==> src/pkg/sam_defs.svh <==
// field positions, clock shift selects and timing counts of the sdram address map block
`ifndef SAM_DEFS_SVH
`define SAM_DEFS_SVH

// physical address bit that lands on column line 0
`define SAM_COL_LSB     3
// lowest bank select bit for a 1 KB page
`define SAM_BANK_LSB    10
// address line that selects all banks on a precharge
`define SAM_MA_ALLBANK  10
`define SAM_SHIFT_NONE  3'h0
`define SAM_SHIFT_HALF  3'h1
`define SAM_MEM_DIV     3
// timing counts below are in memory clock periods
`define SAM_CAS_LAT     2
`define SAM_T_RP        2
`define SAM_T_RCD       2
`define SAM_T_RFC       7
`define SAM_T_WR        2

`endif

==> src/pkg/sam_pkg.sv <==
// types and shared decode for the sdram address map block
package sam_pkg;
    typedef logic [12:0] sam_row_t;
    typedef logic [8:0]  sam_col_t;

    typedef enum logic [6:0] {
        SAM_IDLE   = 7'h01,
        SAM_PREALL = 7'h02,
        SAM_RECOV  = 7'h04,
        SAM_PRE    = 7'h08,
        SAM_ACT    = 7'h10,
        SAM_WR2    = 7'h20,
        SAM_RDW    = 7'h40
    } sam_state_t;

    // encoded as {ras, cas, we}, all active low
    typedef enum logic [2:0] {
        CMD_NOP   = 3'h7,
        CMD_ACT   = 3'h3,
        CMD_READ  = 3'h5,
        CMD_WRITE = 3'h4,
        CMD_PRE   = 3'h2,
        CMD_REF   = 3'h1
    } sam_cmd_t;

    // bytes below the start offset inside the 64-bit word are masked
    function automatic logic [7:0] sam_lead_mask(input logic [2:0] off);
        logic [8:0] ones;
        ones = (9'h001 << off) - 9'h001;
        return ones[7:0];
    endfunction : sam_lead_mask
endpackage : sam_pkg

==> src/pkg/sam_map_if.sv <==
// request address and per-dimm geometry in, sdram address fields out
`timescale 1ns/10ps
interface sam_map_if #(parameter int ADDR_W = 28) ();
    import sam_pkg::*;
    logic [ADDR_W-1:0] physAddr;
    logic [1:0]        pageSize;
    logic              fourBanks;
    logic              twoRanks;
    sam_row_t          row;
    sam_col_t          col;
    logic [1:0]        bank;
    logic              rank;
    logic [7:0]        byteMask;

    modport ctrl (output physAddr, pageSize, fourBanks, twoRanks, input row, col, bank, rank, byteMask);
    modport map  (input physAddr, pageSize, fourBanks, twoRanks, output row, col, bank, rank, byteMask);
endinterface : sam_map_if

==> src/core/sam_addr_map.sv <==
// splits a physical address into row, column, bank and dimm bank fields
`timescale 1ns/10ps
`include "sam_defs.svh"
module sam_addr_map (
    sam_map_if.map mif
);
    import sam_pkg::*;

    logic [4:0] bankLsb;
    logic [4:0] rankBit;
    logic [4:0] rowLsb;
    logic [4:0] colTop;
    sam_col_t   colRaw;

    // every field sits above the previous one, so each page size step, the second bank bit and the dimm bank bit push the row up a bit
    always_comb begin
        bankLsb      = 5'(`SAM_BANK_LSB) + 5'(mif.pageSize);
        rankBit      = bankLsb + 5'(mif.fourBanks) + 5'h01;
        rowLsb       = rankBit + 5'(mif.twoRanks);
        mif.row      = sam_row_t'(mif.physAddr >> rowLsb);
        mif.bank     = mif.fourBanks ? {mif.physAddr[bankLsb + 5'h01], mif.physAddr[bankLsb]}
                                     : {1'b0, mif.physAddr[bankLsb]};
        mif.rank     = mif.twoRanks & mif.physAddr[rankBit];
        colTop       = 5'h07 + 5'(mif.pageSize);
        colRaw       = sam_col_t'(mif.physAddr >> `SAM_COL_LSB);
        mif.col      = colRaw & ~(9'h1FF << colTop);
        mif.byteMask = sam_lead_mask(mif.physAddr[2:0]);
    end
endmodule : sam_addr_map

==> src/core/sam_ctrl.sv <==
// sdram controller core: command sequencing, page tracking and clock shift
`timescale 1ns/10ps
`include "sam_defs.svh"
// ****************************************************************
// ****************************************************************
module sam_ctrl #(
    parameter int ADDR_W  = 28,
    parameter int MEM_DIV = `SAM_MEM_DIV
) (
    input  wire  logic                 sys_clk,
    input  wire  logic                 srst,
    input  wire  logic                 reqValid,
    input  wire  logic                 reqWrite,
    input  wire  logic                 reqDimm,
    input  wire  logic [ADDR_W-1:0]    reqAddr,
    input  wire  logic [127:0]         reqWdata,
    input  wire  logic                 refReq,
    input  wire  logic [3:0]           pageSizeCfg,
    input  wire  logic [1:0]           fourBankCfg,
    input  wire  logic [1:0]           twoRankCfg,
    input  wire  logic [2:0]           clockShiftSel,
    output logic                       reqAck,
    output logic                       refAck,
    output logic                       rdValid,
    output logic [127:0]               rdData,
    output logic [1:0]                 sdramClockOut,
    output logic                       feedbackRefOut,
    input  wire  logic                 feedbackClockIn,
    output logic [1:0]                 dimmBankSelectLowN,
    output logic [1:0]                 dimmBankSelectHighN,
    output logic                       rasN,
    output logic                       casN,
    output logic                       weN,
    output logic [1:0]                 bankSelect,
    output sam_pkg::sam_row_t          rowColAddrLines,
    output logic [7:0]                 dqm,
    output logic [63:0]                dqOut,
    output logic                       dqOeN,
    input  wire  logic [63:0]          dqIn
);
    import sam_pkg::*;

    localparam logic [3:0] HALF  = 4'(MEM_DIV / 2);
    localparam logic [3:0] LAST  = 4'(MEM_DIV - 1);
    localparam logic [2:0] BEAT0 = 3'(`SAM_CAS_LAT + 1);
    localparam logic [2:0] BEAT1 = 3'(`SAM_CAS_LAT + 2);

    typedef struct packed {
        sam_state_t       state;
        logic [3:0]       divCnt;
        logic [3:0]       clkHist;
        logic             fire;
        sam_cmd_t         cmd;
        logic [3:0]       csN;
        logic [1:0]       ba;
        sam_row_t         ma;
        logic [7:0]       dqm;
        logic [63:0]      dqOut;
        logic             dqOeN;
        logic [3:0]       waitCnt;
        logic [2:0]       edgeCnt;
        logic [2:0]       fbSync;
        logic [63:0]      rdS0;
        logic [63:0]      rdS1;
        logic [127:0]     rdData;
        logic             rdValid;
        logic             reqAck;
        logic             refAck;
        logic             lastPreAll;
        logic [15:0]      openFlag;
        logic [15:0][12:0] openRow;
        logic             wr;
        logic [1:0]       cs;
        logic [1:0]       bank;
        sam_row_t         row;
        sam_col_t         col;
        logic [7:0]       mask;
        logic [127:0]     wData;
    } sam_ctrl_st_t;

    sam_ctrl_st_t st;
    sam_ctrl_st_t next_st;
    logic         memEn;
    logic         fbRise;
    logic [3:0]   hitIdx;
    logic [3:0]   clkHistN;
    logic         shiftedClk;

    sam_map_if #(.ADDR_W(ADDR_W)) mif ();

    // geometry of the addressed dimm only; each dimm may differ
    assign mif.physAddr  = reqAddr;
    assign mif.pageSize  = pageSizeCfg[{reqDimm, 1'b0} +: 2];
    assign mif.fourBanks = fourBankCfg[reqDimm];
    assign mif.twoRanks  = twoRankCfg[reqDimm];

    sam_addr_map u_map (
        .mif (mif)
    );

    assign memEn  = (st.divCnt == LAST);
    assign fbRise = st.fbSync[1] & ~st.fbSync[2];
    assign hitIdx = {mif.rank, reqDimm, mif.bank};

    // ****************************************************************
    // command issue helpers
    // ****************************************************************
    function automatic sam_ctrl_st_t issueAct(input sam_ctrl_st_t s);
        s.cmd                      = CMD_ACT;
        s.csN                      = ~(4'h1 << s.cs);
        s.ba                       = s.bank;
        s.ma                       = s.row;
        s.openFlag[{s.cs, s.bank}] = 1'b1;
        s.openRow[{s.cs, s.bank}]  = s.row;
        s.waitCnt                  = 4'(`SAM_T_RCD);
        s.lastPreAll               = 1'b0;
        s.state                    = SAM_ACT;
        return s;
    endfunction : issueAct

    function automatic sam_ctrl_st_t issueRw(input sam_ctrl_st_t s);
        s.cmd        = s.wr ? CMD_WRITE : CMD_READ;
        s.csN        = ~(4'h1 << s.cs);
        s.ba         = s.bank;
        s.ma         = sam_row_t'(s.col);
        s.dqm        = s.mask;
        s.dqOut      = s.wData[63:0];
        s.dqOeN      = ~s.wr;
        s.edgeCnt    = 3'h0;
        s.lastPreAll = 1'b0;
        s.state      = s.wr ? SAM_WR2 : SAM_RDW;
        return s;
    endfunction : issueRw

    // ****************************************************************
    // next state
    // ****************************************************************
    always_comb begin
        next_st         = st;
        next_st.rdValid = 1'b0;
        next_st.reqAck  = 1'b0;
        next_st.refAck  = 1'b0;
        next_st.fire    = 1'b0;
        next_st.fbSync  = {st.fbSync[1:0], feedbackClockIn};
        next_st.rdS0    = dqIn;
        next_st.rdS1    = st.rdS0;
        next_st.divCnt  = memEn ? 4'h0 : st.divCnt + 4'h1;
        next_st.clkHist = {st.clkHist[2:0], (next_st.divCnt < HALF)};
        // read beats counted from the edge that sampled the read command
        if (st.state == SAM_RDW && fbRise) begin
            next_st.edgeCnt = st.edgeCnt + 3'h1;
            if (next_st.edgeCnt == BEAT0) begin
                next_st.rdData[63:0] = st.rdS1;
            end
            if (next_st.edgeCnt == BEAT1) begin
                next_st.rdData[127:64] = st.rdS1;
                next_st.rdValid        = 1'b1;
                next_st.state          = SAM_IDLE;
            end
        end
        // sdram command, address and data outputs only change together with the memory clock rise
        if (memEn) begin
            next_st.fire  = 1'b1;
            next_st.cmd   = CMD_NOP;
            next_st.csN   = 4'hF;
            next_st.dqOeN = 1'b1;
            next_st.dqm   = 8'h00;
            if (st.waitCnt != 4'h0) begin
                next_st.waitCnt = st.waitCnt - 4'h1;
            end
            case (st.state)
                SAM_IDLE: begin
                    if (refReq) begin
                        next_st.cmd        = CMD_PRE;
                        next_st.csN        = 4'h0;
                        next_st.ma         = sam_row_t'(1) << `SAM_MA_ALLBANK;
                        next_st.openFlag   = 16'h0000;
                        next_st.waitCnt    = 4'(`SAM_T_RP);
                        next_st.lastPreAll = 1'b1;
                        next_st.state      = SAM_PREALL;
                    end else if (reqValid) begin
                        next_st.wr     = reqWrite;
                        next_st.cs     = {mif.rank, reqDimm};
                        next_st.bank   = mif.bank;
                        next_st.row    = mif.row;
                        next_st.col    = mif.col;
                        next_st.mask   = mif.byteMask;
                        next_st.wData  = reqWdata;
                        next_st.reqAck = 1'b1;
                        if (st.openFlag[hitIdx] && st.openRow[hitIdx] == mif.row) begin
                            next_st = issueRw(next_st);
                        end else if (st.openFlag[hitIdx]) begin
                            next_st.cmd              = CMD_PRE;
                            next_st.csN              = ~(4'h1 << next_st.cs);
                            next_st.ba               = mif.bank;
                            next_st.ma               = sam_row_t'(0);
                            next_st.openFlag[hitIdx] = 1'b0;
                            next_st.waitCnt          = 4'(`SAM_T_RP);
                            next_st.lastPreAll       = 1'b0;
                            next_st.state            = SAM_PRE;
                        end else begin
                            next_st = issueAct(next_st);
                        end
                    end
                end
                SAM_PREALL: begin
                    if (st.waitCnt == 4'h0) begin
                        next_st.cmd     = CMD_REF;
                        next_st.csN     = 4'h0;
                        next_st.refAck  = 1'b1;
                        next_st.waitCnt = 4'(`SAM_T_RFC);
                        next_st.state   = SAM_RECOV;
                    end
                end
                SAM_PRE: begin
                    if (st.waitCnt == 4'h0) begin
                        next_st = issueAct(next_st);
                    end
                end
                SAM_ACT: begin
                    if (st.waitCnt == 4'h0) begin
                        next_st = issueRw(next_st);
                    end
                end
                SAM_WR2: begin
                    next_st.dqOut   = st.wData[127:64];
                    next_st.dqOeN   = 1'b0;
                    next_st.waitCnt = 4'(`SAM_T_WR);
                    next_st.state   = SAM_RECOV;
                end
                SAM_RECOV: begin
                    if (st.waitCnt == 4'h0) begin
                        next_st.state = SAM_IDLE;
                    end
                end
                SAM_RDW: begin
                    next_st.waitCnt = 4'h0;
                end
                default: begin
                    next_st.state = SAM_IDLE;
                end
            endcase
        end
        if (srst) begin
            next_st       = '0;
            next_st.state = SAM_IDLE;
            next_st.cmd   = CMD_NOP;
            next_st.csN   = 4'hF;
            next_st.dqOeN = 1'b1;
        end
    end

    always_ff @(posedge sys_clk) begin
        st <= next_st;
    end

    // ****************************************************************
    // sdram clock shift
    // ****************************************************************
    // falling-edge copy gives the half core clock steps; the select is static so the mux cannot glitch
    always_ff @(negedge sys_clk) begin
        if (srst) begin
            clkHistN <= 4'h0;
        end else begin
            clkHistN <= st.clkHist;
        end
    end

    assign shiftedClk = clockShiftSel[0] ? clkHistN[clockShiftSel[2:1]]
                                         : st.clkHist[clockShiftSel[2:1]];

    assign sdramClockOut       = {2{shiftedClk}};
    assign feedbackRefOut      = shiftedClk;
    assign dimmBankSelectLowN  = st.csN[1:0];
    assign dimmBankSelectHighN = st.csN[3:2];
    assign {rasN, casN, weN}   = st.cmd;
    assign bankSelect          = st.ba;
    assign rowColAddrLines     = st.ma;
    assign dqm                 = st.dqm;
    assign dqOut               = st.dqOut;
    assign dqOeN               = st.dqOeN;
    assign rdData              = st.rdData;
    assign rdValid             = st.rdValid;
    assign reqAck              = st.reqAck;
    assign refAck              = st.refAck;
endmodule : sam_ctrl

==> config.mk <==
export PLATFORM = sky130hd
export DESIGN_NAME = sam_ctrl
export DESIGN_NICKNAME = d
export VERILOG_FILES = /design/src/pkg/sam_pkg.sv /design/src/pkg/sam_map_if.sv /design/src/core/sam_addr_map.sv /design/src/core/sam_ctrl.sv
export VERILOG_INCLUDE_DIRS = /design/src /design/src/pkg
export SDC_FILE = /design/constraint.sdc
export NUM_CORES = 2
export LEC_CHECK = 0
export BUFFER_PORTS_ARGS = -buffer_cell sky130_fd_sc_hd__clkbuf_2
export CORE_MARGIN = 2
export CORE_UTILIZATION = 59
export CTS_BUF_LIST = sky130_fd_sc_hd__clkbuf_16
export DETAILED_ROUTE_END_ITERATION = 8
export GPL_TIMING_DRIVEN = 1
export PLACE_DENSITY_LB_ADDON = 0.25
export RECOVER_POWER = 25
export SYNTH_ARGS = -nofsm -noshare
export SYNTH_HDL_FRONTEND = slang
export SYNTH_SLANG_ARGS = --single-unit
==> constraint.sdc <==
create_clock -name sys_clk -period 6.52 [get_ports sys_clk]
set_clock_uncertainty 0.1 [all_clocks]
set_input_delay 0.652 -clock sys_clk [delete_from_list [all_inputs] [get_ports sys_clk]]
set_output_delay 0.652 -clock sys_clk [all_outputs]
set_load 0.05 [all_outputs]
Word-level counts from Yosys, hierarchy flattened
Index checks and enable logic that the tools add are counted.
{"block": "classes", "addsub": 10, "mul": 0, "n_div": 0, "magnitude_cmp": 10, "n_eq_ne": 20, "shift": 6, "n_mux": 76, "bitwise": 17, "n_reduce_logical": 16}
{"cell": "$mux W768", "count": 5}
{"cell": "$pmux W388 S3", "count": 1}
{"cell": "$pmux W264 S3", "count": 1}
{"cell": "$mux W371", "count": 2}
{"cell": "$bwmux W208", "count": 2}
{"cell": "$mux W265", "count": 1}
{"cell": "$pmux W65 S4", "count": 1}
{"cell": "$mux W129", "count": 1}
{"cell": "$mux W64", "count": 2}
{"cell": "$demux W13 S4", "count": 2}
{"cell": "$mux W73", "count": 1}
{"cell": "$pmux W23 S3", "count": 1}
{"cell": "$mux W7", "count": 9}
{"cell": "$bmux W13 S4", "count": 1}
{"cell": "$mux W13", "count": 4}
{"cell": "$pmux W7 S7", "count": 1}
{"cell": "$or A16 B16 Y16", "count": 2}
{"cell": "$pmux W7 S4", "count": 1}
{"cell": "$shr A28 B5 Y13", "count": 1}
{"cell": "$pmux W9 S3", "count": 1}
{"cell": "$pmux W4 S6", "count": 1}
{"cell": "$mux W20", "count": 1}
{"cell": "$lt A5 B6 Y1 const B", "count": 3}
{"cell": "$reduce_and A6 Y1", "count": 3}
{"cell": "other kinds (59)", "count": 107}
{"block": "word_totals", "regBits": 771, "latchBits": 0, "ram_bits": 0, "romBits": 0, "in_bits": 238, "output_inout_bits": 229, "wordCells": 200, "mem_count": 0}

Logic depth before layout (Yosys ltp)
{"block": "logic_depth", "depth_word": 19, "depth_mapped": 25, "mapped_depth_nobuf": 17}

Hierarchy
Synthesis repeated with hierarchy kept, for this count alone.
{"block": "unflattened", "hier_cells": 4645, "area_unflattened_um2": 40729.1}
{"mod": "sam_ctrl", "n_inst": 1, "cells_per_inst": 4436, "area_each_um2": 38806.0, "seq_area_each_um2": 15414.8}
{"mod": "sam_addr_map", "n_inst": 1, "cells_per_inst": 209, "area_each_um2": 1923.1, "seq_area_each_um2": 0.0}

==> impl_results.md <==
* Status: finished, violations left
* Failing checks: design-rule violations, max-capacitance violations, max-slew violations
* Most common cell after layout, fill and taps aside: nand2_1
* Cell variety after synth at 83
* Congestion Overflow GR at 0
* Initial drt markers at 4740
* Largest family of logic cells by synthesized area: compound AO/OA/AOI/OAI gates
* FFs w/ async S/R, synth at 0
* Core footprint at 67200 um2
* Clock Latency Late Sink at 660 ps
* Crit path time final at 6140 ps
* # nets final at 5322
* Met2 usage at 0.545
* Number of global-route vias before repair at 34732
* Synthesized net count at 5347
* Max Clk Rate at 163 MHz
* RSZ-0062 raised after global routing: false
* Die span in x at 264 um
* Synthesized area at 40000 um2
* Io pins at 467
* Via Count at 38033
* Starting density of the core at 0.595
* Non-Filler Instances at 6016
* Hold_buf cts at 0
* TritonCTS clock tree: done
* Kind of critical path: input pin to flop
* Post-route DRC at 1
* WP data required at 6780 ps
* Max-cap violation count at 1
* Top Usage Layer GRT: met2
* Layout fillers at 5776
* Reg power frac at 0.419
* Placed insts at 5850
* Final Hold Viols at 0
* Synthesis Warnings at 0
* Simple-gate share of the synthesized area at 0.193
* Critical path arrival at 6400 ps
* Post-synth top area share at 0.386
* H-Tree Level Count at 3
* Pin count of the biggest net entering global routing at 217
* R2R setup slack at 1780 ps
* Count of endpoints failing setup in the final report at 0
* Synth Area in Adders at 0.00532
* Slew headroom at -1.31
* Max Buffers Root-to-Sink at 3
* Met3 usage at 0.0928
* Fin crit share at 0.942
* Register area share after synthesis at 0.386
* Synth Area in Compound Gates at 0.223
* Post-CTS Setup Inserts at 0
* Routed wire per std cell at 21.7 um
* DR vias/cell at 6.32
* Peak VDD IR at 0.213 mV
* Synth Register Bits at 770
* Pre-antenna DRT Iters at 9
* Overall Global Routing Usage at 0.357
* Antenna violations before repair at 7
* Final wirelength at 131000 um
* Root buf cell: clkbuf_16
* GP Congestion at 0.962
* Crit-path max FO at 41
* Mux cell area share after synthesis at 0.0944
* Int Pwr at 8.30 mW
* Area leader, netlist: dfxtp_1
* Nature of the critical path endpoint: flop
* Clock-pin slew on the worst setup and hold paths at 60 ps
* Largest cells by area after synthesis: dfxtp_1 39%, nand2_1 8.3%, mux2i_1 7.4%, a21oi_1 4.9%, o21ai_0 4.7%
* Sw power at 3.46 mW
* Most frequent cells in the layout: 878 x nand2_1, 770 x dfxtp_1, 395 x a21oi_1, 392 x nor2_1, 373 x o21ai_0
* Post-synth EDFFs at 0
* CTS Buf Count at 85
* Leak Pwr at 15.2 nW
* Global-route wire length before repair at 200000 um
* Sw Ratio at 0.294
* Post-CTS Resized at 0
* Slew Viols, Final at 77
* Die area at 69800 um2
* Pin slew with the least headroom to its limit at 3460 ps
* Pwr dens at 268 nW/um2
* Die extent in y at 264 um
* Synthesized area per cell at 7.85 um2
* Worst Setup Start Kind: input pin
* Standard-cell rows at 95
* Comb pwr share at 0.159
* Synthesis-to-finish area growth at 9.77%
* Share of layout cells above drive strength 1 at 0.124
* Synthesized instance count at 5092
* Port-buffer cells at 466
* Clock power frac at 0.423
* HPWL Detailed at 81500 um
* GR Layer Usage met1 at 0.464
* Most used DFF post-synth: dfxtp_1
* Worst Hold Class: input pin to flop
* Clock Sinks at 770
* Post-synthesis xor/xnor area fraction at 0.00373
* TNS Setup at 0 ps
* Antenna-violating nets left at 0
==> layout make-up <==
class,count,area (um2),share of cell area
clock buffer,85,2130,0.0485
antenna,4,10.0,0.000228
inverter,32,120,0.00274
timing repair buffer,590,3370,0.0769
multi-input combinational,3584,21000,0.477
clock inverter,78,787,0.0179
sequential,770,15400,0.351
tap,873,1090,0.0249
==> flip-flops by register name, summed over array words and instances, names as in the netlist, 2 cells and up <==
register and count:
st 540, rdData 128, dqOut 64, rowColAddrLines 13, dqm 8, clkHistN 4
bankSelect 2, dimmBankSelectHighN 2, dimmBankSelectLowN 2
==> synthesized netlist by cell type, types with 11 or more instances <==
library cell and instances:
a211oi_1 174, a21oi_1 395, a221oi_1 18, a22o_1 61, a31oi_1 223, a32oi_1 21, and2_1 13, and3_1 14
buf_1 30, buf_2 57, buf_4 239, clkbuf_1 371, dfxtp_1 770, ha_1 17, inv_1 33, mux2_2 12
mux2i_1 296, mux4_2 27, nand2_1 881, nand2b_1 13, nand3_1 47, nor2_1 400, nor2b_1 142, nor3_1 214
nor3b_1 13, o2111ai_1 11, o211a_1 11, o21ai_0 373, o221ai_1 25, xor2_1 11
==> path summary, 6_finish.rpt <==
check	start	endpoint	cells past startpoint
max reg2reg	st[654]	st[376]	8
min	dqIn[35]	st[618]	2
max	reqDimm	dqOut[63]	19
min reg2reg	st[593]	st[529]	1
==> power groups by stage <==
| stage | Clock, mW | Sequential, mW | Combinational [mW] |
|---|---|---|---|
| floorplan | 0.00478 | 4.98 | 1.17 |
| global placement | 0.00478 | 5.02 | 1.78 |
| detailed placement | 0.00478 | 5.02 | 1.80 |
| CTS | 5.01 | 4.92 | 1.80 |
| global route | 5.22 | 4.93 | 1.97 |
| finish | 4.97 | 4.92 | 1.87 |
==> logic make-up after synthesis <==
| family | count (synthesis) |
|---|---|
| compound gates | 1425 |
| xor+xnor | 17 |
| fa+ha+maj | 17 |
| buf+inv | 738 |
| flops | 770 |
| mux | 339 |
| simple gates | 1786 |
==> worst max-delay path: stages <==
cell,delay (ps)
clkbuf_2,140
mux2i_1,410
ha_1,250
inv_1,70
ha_1,490
mux4_2,270
and4_1,200
a31o_1,410
and3_1,560
buf_4,300
a31oi_1,100
a32oi_1,690
xor2_1,140
nor2_1,170
nand4_1,300
nor3_2,390
or2_2,420
buf_12,290
a211oi_1,120
==> through the flow <==
stage | total power, mW | util | hold slack, ps | area (um2) | setup WS, ps
floorplan | 6.15 | - | 314 | 40000 | 996
global placement | 6.80 | 0.614 | 316 | 41200 | 207
detailed placement | 6.82 | 0.614 | 322 | 41200 | 119
CTS | 11.7 | 0.657 | 78.2 | 44100 | 535
global route | 12.1 | 0.653 | 88.5 | 43900 | 189
finish | 11.8 | 0.653 | 105 | 43900 | 378
==> layer usage <==
metal,routed length [um],vias to the layer above
met3,14700,422
met5,41,-
met2,58400,2158
li1,-,17650
met1,50800,17797
met4,6880,6
(Power assumes the default switching activity.)
